$ cat config.mk
export PLATFORM = sky130hd
export DESIGN_NAME = msp_pwm_top
export DESIGN_NICKNAME = d
export VERILOG_FILES = /design/src/logic/msp_pkg.sv /design/src/logic/msp_down_counter.sv /design/src/logic/msp_pwm_top.sv
export SDC_FILE = /design/constraint.sdc
export NUM_CORES = 1
export LEC_CHECK = 0
export BUFFER_PORTS_ARGS = -buffer_cell sky130_fd_sc_hd__buf_2
export CAP_MARGIN = 15
export CORE_ASPECT_RATIO = 1.2
export CORE_MARGIN = 2
export CORE_UTILIZATION = 45
export CTS_BUF_LIST = sky130_fd_sc_hd__clkbuf_8 sky130_fd_sc_hd__clkbuf_16
export CTS_CLUSTER_SIZE = 14
export DETAILED_ROUTE_END_ITERATION = 10
export PLACE_DENSITY_LB_ADDON = 0.15
export SLEW_MARGIN = 20
export SYNTH_ARGS = -nofsm -noshare
export SYNTH_HDL_FRONTEND = slang
export SYNTH_SLANG_ARGS = --single-unit
export TNS_END_PERCENT = 20
$ cat constraint.sdc
create_clock -name clk_sys -period 17.01 [get_ports clk_sys]
set_clock_uncertainty 0.15 [all_clocks]
set_input_delay 1.701 -clock clk_sys [delete_from_list [all_inputs] [get_ports clk_sys]]
set_output_delay 1.701 -clock clk_sys [all_outputs]
set_load 0.02 [all_outputs]
$ cat src/logic/msp_pkg.sv
// constants shared by the pwm duty stepper design
package msp_pkg;
    // apb register offsets (byte addresses)
    localparam int MSP_ADDR_W = 8;
    localparam logic [7:0] MSP_OFF_CTRL = 8'h00;
    localparam logic [7:0] MSP_OFF_STATUS = 8'h04;
    localparam logic [7:0] MSP_OFF_PERIOD = 8'h08;
    localparam logic [7:0] MSP_OFF_WIDTH = 8'h0C;
    localparam logic [7:0] MSP_OFF_IRQ_STAT = 8'h10;
    localparam logic [7:0] MSP_OFF_IRQ_CLR = 8'h14;
    localparam logic [7:0] MSP_OFF_IRQ_EN = 8'h18;
    localparam logic [7:0] MSP_OFF_TICKS = 8'h1C;

    // control register bits
    localparam int MSP_CTRL_RUN_MASTER = 0;
    localparam int MSP_CTRL_RUN_SLAVE = 1;
    localparam int MSP_CTRL_STOP = 2;

    // status register fields
    localparam int MSP_ST_RUNNING = 0;
    localparam int MSP_ST_INDICATOR = 1;
    localparam int MSP_ST_PWM_LOW = 2;
    localparam int MSP_ST_DUTY_LSB = 4;

    // interrupt status / clear / enable layout
    localparam int MSP_IRQ_W = 2;
    localparam int MSP_IRQ_PERIOD = 0;
    localparam int MSP_IRQ_DUTY = 1;
    localparam logic [MSP_IRQ_W-1:0] MSP_IRQ_EN_RST = 2'h0;

    // timing: 2 ms period at 20 MHz
    localparam int MSP_CLK_HZ = 20_000_000;
    localparam int MSP_PERIOD_US = 2000;
    localparam int MSP_US_PER_S = 1_000_000;
    localparam int MSP_PERIOD_CYC =
        (MSP_CLK_HZ / MSP_US_PER_S) * MSP_PERIOD_US;
    // 250 periods of 2 ms give the 500 ms update step
    localparam int MSP_UPDATE_MS = 500;
    localparam int MSP_UPDATE_TICKS = (MSP_UPDATE_MS * 1000) / MSP_PERIOD_US;

    // duty sequence in percent of the period
    localparam int MSP_PCT_FULL = 100;
    localparam int MSP_DUTY_FIRST_PCT = 10;
    localparam int MSP_DUTY_STEP_PCT = 20;
    localparam logic [2:0] MSP_DUTY_LAST_IDX = 3'h4;
    localparam logic [2:0] MSP_DUTY_INIT_IDX = 3'h4;
    localparam logic [2:0] MSP_DUTY_FIRST_IDX = 3'h0;

    // pin levels
    localparam logic MSP_PWM_IDLE = 1'b1;
    localparam logic MSP_IND_RST = 1'b0;
endpackage : msp_pkg

$ cat src/logic/msp_down_counter.sv
// loadable down counter used for master and slave channels
`timescale 1ns/1ps
module msp_down_counter #(
    parameter int CNT_W = 16
) (
    input wire logic clk_sys,
    input wire logic arst_n,
    input wire logic load,
    input wire logic [CNT_W-1:0] loadVal,
    input wire logic dec,
    output logic [CNT_W-1:0] count,
    output logic zero
);
    // load has priority over counting
    always_ff @(posedge clk_sys or negedge arst_n) begin
        if (!arst_n) begin
            count <= '0;
        end else if (load) begin
            count <= loadVal;
        end else if (dec && count != '0) begin
            count <= count - 1'b1;
        end
    end

    // terminal state seen by the owner
    assign zero = (count == '0);
endmodule : msp_down_counter

$ cat src/logic/msp_pwm_top.sv
// master/slave pwm generator with duty stepper and apb registers
//
// Behaviour
// - master free-runs; reload sets period, restarts slave
// - slave one-count: triggered, counts width, stops
// - default pwm period is 2 ms
// - output pin low while slave counts
// - width after reset gives 90% low
// - pin idles high before running
// - both run bits same write start together
// - period interrupt once every period
// - 250 periods trigger a width update
// - duty steps 10,30,50,70,90 percent
// - after 90% wrap back to 10%
// - indicator toggles on each update
`timescale 1ns/1ps
module msp_pwm_top
    import msp_pkg::*;
#(
    parameter int CNT_W = 16,
    parameter int PERIOD_CYC = MSP_PERIOD_CYC,
    parameter int UPDATE_TICKS = MSP_UPDATE_TICKS,
    parameter int TICK_W = 8
) (
    input wire logic clk_sys,
    input wire logic arst_n,
    // apb slave
    input wire logic psel,
    input wire logic penable,
    input wire logic pwrite,
    input wire logic [31:0] paddr,
    input wire logic [31:0] pwdata,
    input wire logic [3:0] pstrb,
    output logic [31:0] prdata,
    output logic pready,
    output logic pslverr,
    // pins and events
    output logic pwmOutPin,
    output logic indicatorOut,
    output logic periodIrq,
    output logic irq
);
    // width of the low phase for a duty index
    function automatic logic [CNT_W-1:0] widthFor(
        input logic [2:0] idx
    );
        int pct;
        int cyc;
        pct = MSP_DUTY_FIRST_PCT + MSP_DUTY_STEP_PCT * int'(idx);
        cyc = (PERIOD_CYC * pct) / MSP_PCT_FULL;
        return cyc[CNT_W-1:0];
    endfunction : widthFor

    localparam logic [CNT_W-1:0] PERIOD_RST = PERIOD_CYC[CNT_W-1:0];
    localparam logic [CNT_W-1:0] WIDTH_RST = widthFor(MSP_DUTY_INIT_IDX);
    localparam logic [TICK_W-1:0] TICK_LAST =
        TICK_W'(UPDATE_TICKS - 1);

    // software visible state
    logic running;
    logic [CNT_W-1:0] periodReg;
    logic [CNT_W-1:0] slaveWidthValue;
    logic [MSP_IRQ_W-1:0] irqStat;
    logic [MSP_IRQ_W-1:0] irqEn;

    // sequencer state
    logic [TICK_W-1:0] tickCnt;
    logic [2:0] dutyIdx;
    logic [2:0] next_dutyIdx;

    // channel counters
    logic [CNT_W-1:0] slaveCnt;
    logic masterZero;
    logic slaveZero;
    logic masterLoad;
    logic slaveLoad;
    logic [CNT_W-1:0] masterLoadVal;
    logic [CNT_W-1:0] slaveLoadVal;

    // event strobes
    logic startPulse;
    logic stopPulse;
    logic boundary;
    logic dutyUpdate;
    logic [MSP_IRQ_W-1:0] irqEvents;
    logic [MSP_IRQ_W-1:0] irqClrMask;
    logic [MSP_IRQ_W-1:0] next_irqStat;

    // bus decode
    logic apbSetup;
    logic apbAccess;
    logic wrEn;
    logic [7:0] regAddr;
    logic addrMapped;
    logic [31:0] rdMux;
    logic lowByte;

    // apb front end

    // zero wait states: read data is captured in the setup cycle
    assign pready = 1'b1;
    assign apbSetup = psel && !penable;
    assign apbAccess = psel && penable;
    assign regAddr = paddr[MSP_ADDR_W-1:0];
    assign wrEn = apbAccess && pwrite && pready && addrMapped;
    assign lowByte = pstrb[0] || !pwrite;

    // word decode; upper address bits must be clear
    always_comb begin
        addrMapped = 1'b0;
        if (paddr[31:MSP_ADDR_W] == '0) begin
            case (regAddr)
                MSP_OFF_CTRL,
                MSP_OFF_STATUS,
                MSP_OFF_PERIOD,
                MSP_OFF_WIDTH,
                MSP_OFF_IRQ_STAT,
                MSP_OFF_IRQ_CLR,
                MSP_OFF_IRQ_EN,
                MSP_OFF_TICKS: addrMapped = 1'b1;
                default: addrMapped = 1'b0;
            endcase
        end
    end

    // unmapped address answers with an error in the access phase
    assign pslverr = apbAccess && !addrMapped;

    // read multiplexer; write-only clear reads as zero
    always_comb begin
        rdMux = '0;
        case (regAddr)
            MSP_OFF_CTRL: begin
                rdMux[MSP_CTRL_RUN_MASTER] = running;
                rdMux[MSP_CTRL_RUN_SLAVE] = running;
            end
            MSP_OFF_STATUS: begin
                rdMux[MSP_ST_RUNNING] = running;
                rdMux[MSP_ST_INDICATOR] = indicatorOut;
                rdMux[MSP_ST_PWM_LOW] = !pwmOutPin;
                rdMux[MSP_ST_DUTY_LSB +: 3] = dutyIdx;
            end
            MSP_OFF_PERIOD: rdMux[CNT_W-1:0] = periodReg;
            MSP_OFF_WIDTH: rdMux[CNT_W-1:0] = slaveWidthValue;
            MSP_OFF_IRQ_STAT: rdMux[MSP_IRQ_W-1:0] = irqStat;
            MSP_OFF_IRQ_EN: rdMux[MSP_IRQ_W-1:0] = irqEn;
            MSP_OFF_TICKS: rdMux[TICK_W-1:0] = tickCnt;
            default: rdMux = '0;
        endcase
        if (paddr[31:MSP_ADDR_W] != '0) begin
            rdMux = '0;
        end
    end

    // read data held in a flop for the access phase
    always_ff @(posedge clk_sys or negedge arst_n) begin
        if (!arst_n) begin
            prdata <= '0;
        end else if (apbSetup && !pwrite) begin
            prdata <= rdMux;
        end
    end

    // control writes

    // one run bit alone is ignored so the channels never skew
    always_comb begin
        startPulse = 1'b0;
        stopPulse = 1'b0;
        if (wrEn && lowByte && regAddr == MSP_OFF_CTRL) begin
            startPulse = pwdata[MSP_CTRL_RUN_MASTER]
                && pwdata[MSP_CTRL_RUN_SLAVE]
                && !pwdata[MSP_CTRL_STOP];
            stopPulse = pwdata[MSP_CTRL_STOP];
        end
    end

    // run state; a start while running restarts both channels
    always_ff @(posedge clk_sys or negedge arst_n) begin
        if (!arst_n) begin
            running <= 1'b0;
        end else if (stopPulse) begin
            running <= 1'b0;
        end else if (startPulse) begin
            running <= 1'b1;
        end
    end

    // period reload register
    always_ff @(posedge clk_sys or negedge arst_n) begin
        if (!arst_n) begin
            periodReg <= PERIOD_RST;
        end else if (wrEn && regAddr == MSP_OFF_PERIOD) begin
            periodReg <= pwdata[CNT_W-1:0];
        end
    end

    // slave width register; sequencer wins over a bus write
    always_ff @(posedge clk_sys or negedge arst_n) begin
        if (!arst_n) begin
            slaveWidthValue <= WIDTH_RST;
        end else if (dutyUpdate) begin
            slaveWidthValue <= widthFor(next_dutyIdx);
        end else if (wrEn && regAddr == MSP_OFF_WIDTH) begin
            slaveWidthValue <= pwdata[CNT_W-1:0];
        end
    end

    // master channel: interval timer

    // reload at zero gives periodReg cycles per period
    assign boundary = running && masterZero;
    assign masterLoad = startPulse || boundary || stopPulse;
    assign masterLoadVal = stopPulse ? '0 : periodReg - 1'b1;

    msp_down_counter #(
        .CNT_W(CNT_W)
    ) u_master (
        .clk_sys(clk_sys),
        .arst_n(arst_n),
        .load(masterLoad),
        .loadVal(masterLoadVal),
        .dec(running),
        .count(),
        .zero(masterZero)
    );

    // slave channel: one-count mode

    // width sampled only at a trigger, so mid-period writes wait
    assign slaveLoad = startPulse || boundary || stopPulse;
    assign slaveLoadVal = stopPulse ? '0 : slaveWidthValue;

    msp_down_counter #(
        .CNT_W(CNT_W)
    ) u_slave (
        .clk_sys(clk_sys),
        .arst_n(arst_n),
        .load(slaveLoad),
        .loadVal(slaveLoadVal),
        .dec(running),
        .count(slaveCnt),
        .zero(slaveZero)
    );

    // active-low pin: low while the slave counts, high otherwise
    always_ff @(posedge clk_sys or negedge arst_n) begin
        if (!arst_n) begin
            pwmOutPin <= MSP_PWM_IDLE;
        end else if (stopPulse) begin
            pwmOutPin <= MSP_PWM_IDLE;
        end else if (slaveLoad) begin
            pwmOutPin <= (slaveLoadVal == '0);
        end else if (running) begin
            pwmOutPin <= (slaveCnt <= 1);
        end
    end

    // duty sequencer

    // one update per UPDATE_TICKS period interrupts
    assign dutyUpdate = boundary && tickCnt == TICK_LAST;

    // step by 20 percent, wrapping from 90 back to 10
    always_comb begin
        if (dutyIdx >= MSP_DUTY_LAST_IDX) begin
            next_dutyIdx = MSP_DUTY_FIRST_IDX;
        end else begin
            next_dutyIdx = dutyIdx + 1'b1;
        end
    end

    // period interrupt counter, cleared on start
    always_ff @(posedge clk_sys or negedge arst_n) begin
        if (!arst_n) begin
            tickCnt <= '0;
        end else if (startPulse || stopPulse) begin
            tickCnt <= '0;
        end else if (dutyUpdate) begin
            tickCnt <= '0;
        end else if (boundary) begin
            tickCnt <= tickCnt + 1'b1;
        end
    end

    // duty index tracks the value the sequencer loads into the width register; bus writes leave it unchanged
    always_ff @(posedge clk_sys or negedge arst_n) begin
        if (!arst_n) begin
            dutyIdx <= MSP_DUTY_INIT_IDX;
        end else if (dutyUpdate) begin
            dutyIdx <= next_dutyIdx;
        end
    end

    // indicator lamp inverts on every update
    always_ff @(posedge clk_sys or negedge arst_n) begin
        if (!arst_n) begin
            indicatorOut <= MSP_IND_RST;
        end else if (dutyUpdate) begin
            indicatorOut <= !indicatorOut;
        end
    end

    // interrupts

    // one-cycle pulse at each period boundary
    always_ff @(posedge clk_sys or negedge arst_n) begin
        if (!arst_n) begin
            periodIrq <= 1'b0;
        end else begin
            periodIrq <= boundary;
        end
    end

    // hardware events feeding the sticky status bits
    always_comb begin
        irqEvents = '0;
        irqEvents[MSP_IRQ_PERIOD] = boundary;
        irqEvents[MSP_IRQ_DUTY] = dutyUpdate;
    end

    // write-one-to-clear mask from the clear register
    always_comb begin
        irqClrMask = '0;
        if (wrEn && regAddr == MSP_OFF_IRQ_CLR) begin
            irqClrMask = pwdata[MSP_IRQ_W-1:0];
        end
    end

    // an event in the clearing cycle is kept: set beats clear
    assign next_irqStat = (irqStat & ~irqClrMask) | irqEvents;

    // sticky status
    always_ff @(posedge clk_sys or negedge arst_n) begin
        if (!arst_n) begin
            irqStat <= '0;
        end else begin
            irqStat <= next_irqStat;
        end
    end

    // interrupt enable
    always_ff @(posedge clk_sys or negedge arst_n) begin
        if (!arst_n) begin
            irqEn <= MSP_IRQ_EN_RST;
        end else if (wrEn && regAddr == MSP_OFF_IRQ_EN) begin
            irqEn <= pwdata[MSP_IRQ_W-1:0];
        end
    end

    // level output from flops only
    assign irq = |(irqStat & irqEn);
endmodule : msp_pwm_top

### Word-level counts from Yosys, hierarchy flattened

Memories as Yosys holds them, arrays and structs flattened.
Index checks and enable logic that the tools add are counted.

* word-level logic and storage cells: 109
* memories: 1
* input port bits: 73
* bits in registers: 115
* output and inout bits: 38
* ROM bits: 32

Memories
* (name not given): words 32, bits a word 1, rd ports 1, clocked after Yosys merged registers in 0, wr ports 0, line msp_pwm_top.sv:112 `case (regAddr)`

* multiplexer cells: 29
* eq/ne operators: 8
* multipliers: 2
* reduce and logical (&&, ||, !) cells: 43
* magnitude comparators: 2
* bitwise logic cells: 4
* div/mod/pow operators: 1
* $add $sub $neg: 6

Operator list (count)
* two-way mux 16 bit: 9
* subtractor 16 x 1 -> 16 bit (second input constant): 3
* divider 32 x 8 -> 32 bit (second input constant): 1
* equality test 8 x 5 -> 1 bit (second input constant): 4
* zero test 16 bit: 2
* nonzero test 16 bit: 2
* zero test 24 bit: 1
* two-way mux 8 bit: 3
* nonzero test 24 bit: 1
* multiplier 10 x 9 -> 19 bit (first input constant): 1
* logical AND 1 bit: 18
* equality test 8 x 4 -> 1 bit (second input constant): 2
* <= comparator 16 x 1 -> 1 bit (second input constant): 1
* case mux 8 bit (2 select lines): 1
* case mux 2 bit (7 select lines): 1
* case mux 3 bit (4 select lines): 1
* adder 4 x 8 -> 9 bit (first input constant): 1
* two-way mux 1 bit: 9
* adder 8 x 1 -> 8 bit (second input constant): 1
* equality test 8 x 3 -> 1 bit (second input constant): 1
* equality test 8 bit (second input constant): 1
* zero test 8 bit: 1
* nonzero test 2 bit: 4
* zero test 1 bit: 6
* 14 further kinds: 20

### Longest topological paths before layout

Gate-level depths: netlist of run 1.

* depth in word-level cells: 11
* gate-level depth with buffers: 90
* gate-level depth less buffers: 74

### By module

A second synthesis of run 1 with hierarchy kept.

* cell total of the unflattened synthesis: 2007
* area, all modules: 15219.6 µm²

Modules (own cells, without submodules)
* msp_pwm_top: times used 1, area each 13092.6 µm², cells each 1759, sequential area each 1691.6 µm²
* msp_down_counter: times used 2, area each 1063.5 µm², cells each 124, sequential area each 400.4 µm²

### Least setup slack after synthesis of run 1

No wires, ideal clock.

* kind: register to register
* start: register dutyIdx[0]
* end: register slaveWidthValue[0]
* arrival: 17722 ps
* setup slack: -994 ps
* clock period less this slack: 18004 ps
* required time: 16729 ps
* buffers on the path: 12
* library setup time: 131 ps
* stages on the path, launching flop included: 83
* cells stage by stage: dfrtp_1 inv_1 ha_1 nand2b_1 clkbuf_1 inv_2 ha_1 ha_1 nand3_1 xor2_1 fa_1 xnor2_1 xnor2_1 ha_1 inv_1 fa_1 and2b_1 a31oi_2 [47 not listed] inv_1 buf_6 ha_1 nand2_1 nor3_1 nand2_1 nor4b_2 a2111oi_4 nand4b_1 or4_1 buf_4 inv_2 ha_1 o211a_1 o22ai_4 a221o_2 o211ai_1 nand3_1

* cells in the longest elaborated chain, start to end: 7
* elaborated cells between the ends (all ways): 8
* those cells by class: add/sub (2); mul (2); div (1); order compare (1); mux (2)

RTL lines
* start: declaration: line msp_pwm_top.sv:68 `logic [2:0] dutyIdx;`
* start signal: assignment: line msp_pwm_top.sv:291 `dutyIdx <= next_dutyIdx;`
* adder 3 x 1 -> 3 bit / >= comparator 3 bit (equally long branches): line msp_pwm_top.sv:269, msp_pwm_top.sv:266
* two-way mux 3 bit *: line msp_pwm_top.sv:266 `if (dutyIdx >= MSP_DUTY_LAST_IDX) begin`
* net next_dutyIdx[1]: line msp_pwm_top.sv:69 `logic [2:0] next_dutyIdx;`
* multiplier 3 x 3 -> 6 bit *: line msp_pwm_top.sv:49 `pct = MSP_DUTY_FIRST_PCT + MSP_DUTY_STEP_PCT * int'(idx);`
* adder 4 x 8 -> 9 bit *: line msp_pwm_top.sv:49
* multiplier 10 x 9 -> 19 bit *: line msp_pwm_top.sv:50 `cyc = (PERIOD_CYC * pct) / MSP_PCT_FULL;`
* divider 32 x 8 -> 32 bit *: line msp_pwm_top.sv:50
* two-way mux 16 bit *: line msp_pwm_top.sv:202 `end else if (dutyUpdate) begin`
* end signal: assignment: line msp_pwm_top.sv:203 `slaveWidthValue <= widthFor(next_dutyIdx);`
* end signal: assignment: line msp_pwm_top.sv:205 `slaveWidthValue <= pwdata[CNT_W-1:0];`
* end: declaration: line msp_pwm_top.sv:62 `logic [CNT_W-1:0] slaveWidthValue;`

Mark *: on every way through the listed nets, which the timed path passes. The rest lies on a longest branch.
A chain may end at the register's enable or synchronous reset.

### Worst setup path in the final report of run 1

* start: register dutyIdx[1]
* end: register slaveWidthValue[0]

Same word-level chain as after synthesis.

==> results, run 1 <==
- The overall via count from detail_route is 15784.
- After floorplanning, the core was divided into 72 placement rows.
- The post-detailed-placement half-perimeter wirelength is 38600 µm.
- The via density per instance is 6.18.
- The share of synthesized flip-flops with an asynchronous set or reset is 100%.
- In the global route stage, met3 resource usage came out at 1.52%.
- STA puts the critical path data required time at 17090 ps.
- At the end of the flow, the number of nets in the layout was 2281.
- The combined flip-flop and latch cell area is 2490 µm².
- Internal power comes to 0.357 mW.
- The leakage power is 7.79 nW.
- The number of antenna violations at the first check in global routing is 0.
- Counting instances, the worst hold path has a depth of 2.
- Sorting the synthesized cells by area gives the leading types as dfrtp_1 (15%), xnor2_1 (5.6%), ha_1 (5.2%).
- The count of buffers added on input and output ports is 74.
- The worst setup path is captured at a flip-flop.
- TritonCTS built the clock tree.
- The smallest hold slack is 339 ps.
- Clock-pin slew was measured on the worst setup and hold paths at 80 ps.
- The final-report setup violation count is 0.
- The number of distinct library cells after synthesis is 146.
- The count of nets left with antenna violations after detail routing is 0.
- After synthesis the netlist holds a flip-flop and latch count of 99.
- After detailed routing, the average wire length per cell comes to 19.7 µm.
- The part of the power in the clock network is 41.8%.
- The fraction of the mapped netlist area in simple logic gates is 28.3%.
- Across the run, the number of max-cap violations was 0.
- The actual slew at the worst max-slew pin is 947 ps.
- The area share of fa/ha/maj cells after synthesis is 6.17%.
- Dividing total power by cell area gives a power density of 26.2 nW/µm².
- The number of flops mapped to enable cells by yosys is 0.
- The number of global-route vias before repair was 15085.
- Setup total negative slack on the finished layout was measured at 0 ps.
- The number of cells on the worst reg-to-reg path is 77.
- In this run the most used layer during global routing was met2.
- From synthesis to final layout, the design area changed by 26.3%.
- The final layout contains routed wiring with a total length of 50400 µm.
- The primary flip-flop cell chosen by synthesis mapping is dfrtp_1.
- The largest net degree at the start of global routing is 69.
- The post-cts hold buffer count is 0.
- The kind of cell adding the most delay to the critical path is compound AO/OA/AOI/OAI gates.
- Counting the fill cells in the layout gives 3020.
- The share of the synthesized area in the top cell type is 14.7%.
- Clock tree synthesis inserted a total of 9 buffers.
- The cell count after synthesis came out at 1907.
- VDD sags by at most 0.0381 mV.
- The share of the synthesized area in compound gates (AO/OA/AOI/OAI) is 28.6%.
- The relative slew slack is 36.2%.
- Pin placement for this block handled 111 I/O pins.
- The cell area after technology mapping is 14800 µm².
- The critical path contains buffers and inverters numbering 14 combined.
- The detailed router's first-iteration violation count is 968.
- The worst hold path terminates at prdata[6].
- For this design the total switching power over the nets is 0.133 mW.
- The floorplan die width is 170 µm.
- The timing-limited maximum frequency is 0.0607 GHz.
- The count of yosys warnings during synthesis is 0.
- The dominant combinational cell family by area after synthesis is compound AO/OA/AOI/OAI gates.
- The TritonCTS sink count is 99.
- The last weighted congestion value of the routability-driven placer is 0.952.
- STA puts the critical path data arrival time at 16560 ps.
- Global routing used 27.7% of the available tracks.
- The core region is 32300 µm².
- The instance count after placement with tap cells included is 2465.
- Yosys instantiated no cell more often than nor2_1.
- The per-instance average area after synthesis is 7.76 µm².
- 0 antenna diodes ended up in the layout.
- After synthesis, the most frequently instantiated cells are nor2_1 (180), nand2_1 (176), o21ai_0 (112).
- The startpoint identified for the worst register-to-register timing path is dutyIdx[1].
- The post-synthesis sequential area ratio is 16.8%.
- Total power for the finished layout comes to 0.489 mW.
- The multiplexer fraction of the synthesized cell area is 5.21%.
- Of the total synthesized cell area, the portion taken by XOR and XNOR cells is 8.81%.
- The number of endpoints with negative hold slack in the final report is 0.
- The part of the total power dissipated in combinational logic is 10.1%.
- The standard cell with the maximum stage delay on the critical path is or4_4.
- The die height is 203 µm.
- The startpoint identified for the worst hold timing path is prdata[6].
- The share of cells above drive strength 1 is 31.7%.
- The minimum clock period after layout is 16470 ps.
- The clock reaches the later pin of the worst-skew pair after 360 ps.
- In the routed design, unresolved DRC markers number 0.
- After the flow finishes, the layout carries non-filler instances totaling 2552.
- The routing usage on met2 is 52.0%.
- The critical path class is reg -> reg.
- In this run the number of H-tree levels came out at 3.
- The area of placed instances is 16600 µm².
- The first global-routing pass estimated 78000 µm of wire.
- STA classifies the critical path startpoint as a flip-flop.
- In this run the worst path has a maximum fanout of 9.
- The biggest area contributor in the post-synthesis netlist is dfrtp_1.
- The die covers 34400 µm².
- The number of pins with negative max-slew slack in the final report came to 0.
- The flow ran to the end, and the final reports show no timing, DRC or antenna violations.
- The worst register-to-register path ends at slaveWidthValue[0].
- In this design, the stage delay of the slowest critical-path cell is 570 ps.
- The post-route clock period utilization is 96.9%.
- The initial standard-cell utilization of the core is 45.8%.
- The maximum clock path buffer count is 2.
- The sequential share of power is 48.1%.
- For this run the aggregate overflow at the end of global routing stands at 0.
- The cell chosen for the clock root is clkbuf_16.
- The first-pass iteration count of the detailed router is 5.
- In this run the worst hold path is classified as reg -> reg.
- The global routing met1 resource utilization is 33.2%.
- Net switching is 27.1% of the power.
- The footprint of the multi-input gates is 13000 µm².
- The slack of the worst reg-to-reg path is 540 ps.
- The design area is 18700 µm².
-- what timing repair did --
item                       in CTS  in global routing
setup endpoints to repair       2                  3
buffers inserted                5                 66
gates cloned                    0                  1
pin swaps                       8                 85
resized for setup              52                177
-- metal layers --
metal	up-vias	share of wire, %	wire (µm)
li1	7613	-	-
met5	-	0	0
met2	445	52	26200
met1	7614	41	20700
met3	112	3.4	1720
met4	0	3.5	1760
-- worst register-to-register path: cells and delay by family, from the launching register on --
family,cells,cell delay (ps)
xor+xnor,4,930
flops,1,410
mux,1,260
buf+inv,14,1870
compound gates,24,5840
fa+ha+maj,10,2510
simple gates,24,4410
-- layout make-up --
class,count,area share [%]
multi-input cells,1669,69.7
inverters,61,1.26
well taps,407,2.72
clock inverters,7,0.355
repair buffers,300,11.4
flip-flops and latches,99,13.3
clock buffers,9,1.20
-- sequential cells by signal, summed over array words and instances, names as in the netlist --
name / count
periodReg: 16
prdata: 16
slaveWidthValue: 16
u_master.count: 16
u_slave.count: 16
tickCnt: 8
dutyIdx: 3
irqEn: 2
irqStat: 2
indicatorOut: 1
periodIrq: 1
pwmOutPin: 1
running: 1
-- stage by stage --
step / util (%) / setup slack [ps]
finish: 57.8 / 536
global route: 57.8 / -85.7
CTS: 53.3 / 1.96
detailed placement: 51.4 / -510
global placement: 51.4 / -316
floorplan: - / 16.5
-- cell families after synthesis --
family                     Yosys count
other                                2
adders and majority gates           69
DFF                                 99
AOI/OAI and AO/OA                  577
buffers and inverters              160
muxes                               70
and+or+nand+nor                    786
xor gates and xnor gates           144
-- power groups by stage --
| stage | combinational [mW] | sequential (mW) | clock, mW |
|---|---|---|---|
| after floorplan | 0.0317 | 0.240 | 0 |
| after global placement | 0.0473 | 0.240 | 0 |
| after detailed placement | 0.0477 | 0.240 | 0 |
| after CTS | 0.0480 | 0.235 | 0.208 |
| after global routing | 0.0546 | 0.235 | 0.216 |
| final | 0.0496 | 0.235 | 0.205 |
-- how the worst max path moves through the flow --
stage | startpoint | end | slack, ps | cells after the start
2_1_floorplan | dutyIdx[2] | slaveWidthValue[0] | 20 | 85
3_3_place_gp | dutyIdx[2] | slaveWidthValue[0] | -320 | 67
3_5_place_dp | dutyIdx[2] | slaveWidthValue[0] | -510 | 70
4_1_cts | dutyIdx[2] | slaveWidthValue[0] | 2 | 75
5_1_grt | dutyIdx[1] | slaveWidthValue[0] | -90 | 80
6_report | dutyIdx[1] | slaveWidthValue[0] | 540 | 77
-- layout by cell type (no fill, tap or decap), drive strengths merged, types with 14 or more instances in the layout --
cell type  count
a21o          18
a211oi        28
dfrtp         87
nand2        180
xor2          45
o211a         14
a21oi        113
or4           14
nor2         183
a31o          16
or3           30
buf          299
nand3         86
nor3          67
conb          22
o21ai        132
o31ai         22
mux2          36
o22ai         21
ha            61
inv           64
nand4         28
a31oi         35
nor4          46
and3          27
and4          15
mux2i         32
o21a          19
or2           24
xnor2         97
o211ai        18
a22o          21
and2          23
Note: power is estimated with default switching activity, not from simulation.
==> run 2: changes to the inputs <==
--- a/config.mk
+++ b/config.mk
@@ -5,6 +5,7 @@
 export SDC_FILE = /design/constraint.sdc
 export NUM_CORES = 1
 export LEC_CHECK = 0
+export ABC_AREA = 0
 export BUFFER_PORTS_ARGS = -buffer_cell sky130_fd_sc_hd__buf_2
 export CAP_MARGIN = 15
 export CORE_ASPECT_RATIO = 1.2
@@ -13,7 +14,7 @@
 export CTS_BUF_LIST = sky130_fd_sc_hd__clkbuf_8 sky130_fd_sc_hd__clkbuf_16
 export CTS_CLUSTER_SIZE = 14
 export DETAILED_ROUTE_END_ITERATION = 10
-export PLACE_DENSITY_LB_ADDON = 0.15
+export PLACE_DENSITY = 0.69
 export SLEW_MARGIN = 20
 export SYNTH_ARGS = -nofsm -noshare
 export SYNTH_HDL_FRONTEND = slang
==> run 2 against run 1 <==
Compared with the run above: sequential power is essentially flat; global-route usage shrank 1.4 points; sequential share of layout area grew 0.99 points; wire length shrank 6.8%; worst hold slack gained 1.2 ps; setup slack lost 480 ps; clock-buffer cell count is the same; largest power group unchanged.
==> results, run 2 (synthesis results as in run 1) <==
- The run finished with clean final reports.
- The floorplan step defined a die boundary enclosing 34400 µm².
- STA classifies the critical path startpoint as a flip-flop.
- The design area is 17400 µm².
- The standard cell with the maximum stage delay on the critical path is dfstp_2.
- The via density per instance is 6.32.
- After the first detailed-routing iteration, the DRC count stood at 1166.
- The post-route netlist has 25.5% of its cells at a drive strength greater than 1.
- The cell row count is 72.
- The post-placement worst setup slack is -431 ps.
- The layout has 3012 filler cells.
- The total number of nets in the final design is 2193.
- For this design the top-level I/O count stands at 111.
- The average wire per cell in the routed design is 19.0 µm.
- The number of global-route vias before repair is 14872.
- The clock insertion delay at the later pin of the skew report is 360 ps.
- TritonCTS built the clock tree.
- The largest fanout on the critical path is 8.
- Measured along the y axis, the die boundary spans 203 µm.
- In this run the deepest clock path goes through 2 buffers.
- The number of antenna violations at the first check in global routing is 0.
- For the worst setup path, the data required time is 17090 ps.
- The post-route clock period utilization is 99.7%.
- The relative slew slack is 32.3%.
- Leaving out fill and tap cells, the most frequent cells in the layout are nor2_1 (174), nand2_1 (170), buf_4 (136).
- Max-cap violations in this run came to 0.
- The leakage power is 7.21 nW.
- The TritonCTS buffer count is 9.
- The min-delay analysis places its worst path in the category reg -> reg.
- The first global-routing pass estimated 75300 µm of wire.
- For this run, the top clock speed supported by timing is 0.0590 GHz.
- The cell chosen for the clock root is clkbuf_16.
- The worst setup path is captured at a flip-flop.
- Setup repair after global routing could not meet its margin everywhere.
- Broken down by cell family, the worst path's largest delay share belongs to compound AO/OA/AOI/OAI gates.
- Once detailed placement completed, the half-perimeter wirelength came to 36400 µm.
- The non-filler instance count after layout is 2464.
- The count of buffering cells on the critical path with inverters included is 8.
- The largest net degree at the start of global routing is 81.
- The number of diodes added for antenna fixing is 0.
- The overall via count from detail_route is 15562.
- The final-report setup violation count is 0.
- The floorplan die width is 170 µm.
- At the end of routability-driven placement, the weighted congestion stood at 0.957.
- The first-pass iteration count of the detailed router is 5.
- The number of endpoints with negative hold slack in the final report was 0.
- The critical path class is reg -> reg.
- Setup slack closes at 56.5 ps.
- Compared with the post-synthesis result, the final layout area differs by 17.6%.
- The commonest non-fill, non-tap cell in the layout is nor2_1.
- For the worst flop-to-flop path, the logic depth is 72.
- The critical path runs through a total of 72 cells.
- The largest single stage delay on the critical path is 610 ps.
- The number of pins with negative max-slew slack in the final report is 0.
- After layout, the minimum clock period comes to 16950 ps.
- For this design, the sink count on the clock tree is 99.
- The data arrival time at the worst-slack endpoint is 17040 ps.
- The total routing resource utilization after global routing is 26.3%.
- The maximum level of the CTS H-tree is 3.
- The initial standard-cell utilization of the core is 45.8%.
- The DRC violations left is 0.
- For the pin with the worst max-slew slack, the measured transition is 1020 ps.
- The total power is 0.501 mW.
- The count of nets left with antenna violations after detail routing is 0.
- Clock-pin slew was measured on the worst setup and hold paths at 80 ps.
- Dividing total power by cell area gives a power density of 28.8 nW/µm².
- The highest ir drop seen on vdd is 0.0490 mV.
- The instance count after placement with tap cells included is 2429.
- Summing all placed instances gives a cell area of 16300 µm².
- The slack of the worst reg-to-reg path is 60 ps.
- The placeable core area is 32300 µm².
- The hold path depth is 2.
- The setup TNS is 0 ps.
- The final layout contains routed wiring with a total length of 46900 µm.
- For this run the aggregate overflow at the end of global routing stands at 0.
- During placement, the flow inserted port buffers numbering 74.
run 2: cell types whose count changed in the layout (fill, tap and decap cells not counted), sizes merged:
cell and delta:
buf -87, a31oi +1, a21o -1, bufinv +1, clkinvlp -1, clkbuf -1
run 2: worst reg2reg max path: cells and delay by family (launching register included):
kind | cells | cell delay (ps)
AO/OA/AOI/OAI | 24 | 6350
AND/OR/NAND/NOR | 29 | 5800
adder cells (fa/ha/maj) | 8 | 2410
buffers and inverters | 8 | 900
flip-flops | 1 | 610
multiplexers | 1 | 310
XOR/XNOR | 2 | 280
run 2: stage by stage:
stage / hold slack (ps) / util (%)
floorplan: 312 / -
global placement: 318 / 50.5
detailed placement: 329 / 50.5
CTS: 350 / 52.0
global route: 374 / 53.8
finish: 340 / 53.8
run 2: area by class of cell:
cell class              instances  area [µm²]  area share, %
inverters                      61         230           1.32
multi-input cells            1669       12400           71.4
flip-flops and latches         99        2490           14.3
repair buffers                212        1430           8.21
clock inverters                 7        86.3          0.496
well taps                     407         509           2.93
clock buffers                   9         225           1.29
run 2: path summary, 6_finish.rpt:
path,from,endpoint
setup / recovery,dutyIdx[2],slaveWidthValue[0]
hold / removal,prdata[5],prdata[5]
setup reg to reg,dutyIdx[2],slaveWidthValue[0]
hold reg to reg,prdata[5],prdata[5]
max in group asynchronous,arst_n,prdata[13]
min in group asynchronous,arst_n,prdata[1]
run 2: routing by layer:
layer | share of wire [%] | vias to the layer above | GRT usage, %
li1 | - | 7445 | -
met1 | 42 | 7474 | 32.6
met2 | 51 | 544 | 48.6
met3 | 4.4 | 99 | 1.70
met4 | 2.9 | 0 | 7.69
met5 | 0 | - | 0
run 2: where the power goes:
part	internal (mW)	switching, mW	leakage (nW)
Sequential	0.235	0.0000000000318	1.24
Clock	0.118	0.0996	0.151
Combinational	0.0178	0.0308	5.81
Total	0.371	0.130	7.21
run 2: what timing repair did:
item,CTS,global route
setup buffers,1,17
setup endpoints to repair,2,3
pin swaps,2,24
gates cloned,1,0
resized for setup,28,83
hold buffers,0,0
==> run 3: changes to the inputs <==
--- a/config.mk
+++ b/config.mk
@@ -14,7 +14,7 @@
 export CTS_BUF_LIST = sky130_fd_sc_hd__clkbuf_8 sky130_fd_sc_hd__clkbuf_16
 export CTS_CLUSTER_SIZE = 14
 export DETAILED_ROUTE_END_ITERATION = 10
-export PLACE_DENSITY = 0.69
+export PLACE_DENSITY = 0.67
 export SLEW_MARGIN = 20
 export SYNTH_ARGS = -nofsm -noshare
 export SYNTH_HDL_FRONTEND = slang
==> constraint.sdc (replaced) <==
create_clock -name clk_sys -period 17.6 [get_ports clk_sys]
set_clock_uncertainty 0.15 [all_clocks]
set_input_delay 1.76 -clock clk_sys [delete_from_list [all_inputs] [get_ports clk_sys]]
set_output_delay 1.76 -clock clk_sys [all_outputs]
set_load 0.02 [all_outputs]
==> run 3 against run 2 <==
Compared with the run above: sequential power down 3%; power down 5.6%; sequential cell count unchanged; combinational power down 3%; setup slack better by 520 ps; highest routed layer unchanged.
==> results, run 3 (synthesis results as in run 1) <==
- The count of buffers added on input and output ports is 74.
- The average wire per cell in the routed design is 19.3 µm.
- Headroom to the max-slew limit came out at 30.1%.
- The post-detailed-placement half-perimeter wirelength is 36600 µm.
- The library cell used most frequently in the layout, excluding fill and tap cells, is nor2_1.
- The repair_antennas step left the layout with diodes totalling 0.
- The TritonCTS sink count is 99.
- The last weighted congestion value of the routability-driven placer is 0.945.
- The slowest stage of the critical path belongs to the cell or4_4.
- The maximum clock path buffer count is 2.
- The detailed router placed 15857 vias in this run.
- Wires add up to 48100 µm.
- The floorplan has 72 rows.
- The detailed router's first-iteration violation count is 1143.
- The worst hold path class is reg -> reg.
- The number of antenna violations at the first check in global routing was 0.
- Of all nets on the critical path, the largest fanout is 10.
- The data arrival time at the worst-slack endpoint is 17110 ps.
- The end point of the critical path is slaveWidthValue[0].
- The final-report setup violation count is 0.
- The count of nets left with antenna violations after detail routing is 0.
- The die height is 203 µm.
- The slack of the worst reg-to-reg path is 570 ps.
- The combined flip-flop and latch cell area is 2490 µm².
- The critical path class is reg -> reg.
- The origin of the critical flop-to-flop path is dutyIdx[0].
- The clock insertion delay at the later pin of the skew report is 350 ps.
- The via density per instance is 6.37.
- The footprint of the multi-input gates is 12500 µm².
- The share of cells above drive strength 1 is 26.9%.
- The number of endpoints with negative hold slack in the final report is 0.
- Counting I/O delays and the setup requirement, the final critical path takes 17030 ps.
- The post-cts hold buffer count is 0.
- The die area is 34400 µm².
- The worst register-to-register path ends at slaveWidthValue[0].
- The clock tree from TritonCTS is yes.
- The total power is 0.473 mW.
- The post-route clock period utilization is 96.7%.
- For the pin with the worst max-slew slack, the measured transition is 1040 ps.
- The floorplan die width is 170 µm.
- The number of filler cells placed in the layout is 2991.
- From synthesis to final layout, the design area changed by 19.6%.
- After clock tree synthesis, the clock-pin slew on the worst setup and hold paths is 80 ps.
- During I/O placement, the number of pins put on the boundary was 111.
- The library cells used most frequently in the layout, excluding fill and tap cells, are nor2_1 (173), nand2_1 (172), buf_4 (165).
- Global routing used 26.3% of the available tracks.
- The setup TNS is 0 ps.
- The logic depth of the worst register-to-register path is 76.
- The tool flagged a number of max-cap violations equal to 0.
- The number of global-route vias before repair is 14903.
- The number of pins with negative max-slew slack in the final report came to 0.
- The remaining global-route overflow is 0.
- The total power density per cell area is 26.7 nW/µm².
- The most numerous cell type found on the critical path is ha_1.
- The critical path data required time is 17690 ps.
- The flow ran to the end, and the final reports show no timing, DRC or antenna violations.
- The total number of nets in the final design is 2220.
- For this design the static power due to leakage is 7.42 nW.
- The H-tree was split into 3 levels.
- The initial standard-cell utilization of the core is 45.8%.
- In the routed design, unresolved DRC markers number 0.
- The region available for standard cell placement spans 32300 µm².
- The cell chosen for the clock root is clkbuf_16.
- For this run, the slowest stage of the critical path takes 520 ps.
- The highest ir drop seen on vdd is 0.0396 mV.
- The wire length of the first global-routing pass is 75300 µm.
- Timing would allow up to 0.0587 GHz.
- The type of origin of the critical path is a flip-flop.
- The first-pass iteration count of the detailed router is 5.
- The largest net degree at the start of global routing is 69.
- STA classifies the critical path endpoint as a flip-flop.
- In this run the worst setup path begins at dutyIdx[0].
- In this run, CTS created clock tree buffers numbering 9.
[run 3: cell types whose count changed in the layout (fill, tap and decap cells not counted), sizes merged]
cell / before / now
a31oi: 36 / 35
buf: 212 / 239
clkdlybuf4s15: 0 / 1
bufinv: 1 / 0
clkinv: 2 / 3
[run 3: routing by layer]
layer	vias to the layer above	share of wire (%)	GRT usage [%]
li1	7489	-	-
met1	7680	42	32.6
met2	558	51	48.2
met3	130	4.1	1.79
met4	0	3.6	8.88
met5	-	0	0
[run 3: cell type report]
type / count / area share (%)
Inverter: 61 / 1.29
Multi-Input combinational cell: 1668 / 70.8
Clock inverter: 7 / 0.382
Timing Repair Buffer: 240 / 9.24
Sequential cell: 99 / 14.1
Tap cell: 407 / 2.88
Clock buffer: 9 / 1.27
[run 3: worst max-delay path, delay by kind of cell, from the launching register on]
family / cells / cell delay (ps)
fa+ha+maj: 11 / 3010
xor+xnor: 3 / 500
buf+inv: 9 / 1010
mux: 1 / 400
simple gates: 25 / 4950
flops: 1 / 450
compound gates: 27 / 6420
[run 3: worst min path at each step]
stage | start | to | slack [ps] | depth (start not counted)
finish | prdata[1] | prdata[1] | 330 | 2
detailed placement | prdata[1] | prdata[1] | 320 | 2
global placement | prdata[1] | prdata[1] | 320 | 2
global route | prdata[1] | prdata[1] | 360 | 2
CTS | prdata[1] | prdata[1] | 340 | 2
floorplan | irqStat[1] | irqStat[1] | 310 | 2
[run 3: report_power, final]
| group | switching (mW) | internal (mW) |
|---|---|---|
| sequential | 0.0000000000293 | 0.227 |
| clock | 0.0985 | 0.100 |
| combinational | 0.0299 | 0.0170 |
| total | 0.128 | 0.345 |
[run 3: metrics by stage]
stage | cell area, µm² | util (%) | cells | hold WS [ps] | setup WS, ps
2_1_floorplan | 15000 | - | 1927 | 312 | 1.30
3_3_place_gp | 16200 | 50.0 | 2434 | 316 | -93.0
3_5_place_dp | 16200 | 50.0 | 2434 | 319 | -478
4_1_cts | 16600 | 51.3 | 2450 | 337 | 4.36
5_1_grt | 17700 | 54.7 | 2491 | 364 | -160
6_report | 17700 | 54.7 | 2491 | 334 | 573
[run 3: repair_timing]
action / 4_1_cts / 5_1_grt
gates cloned: 0 / 1
pin swaps: 1 / 51
gates resized for setup: 30 / 137
endpoints found under the setup margin: 2 / 3
setup buffers: 0 / 40
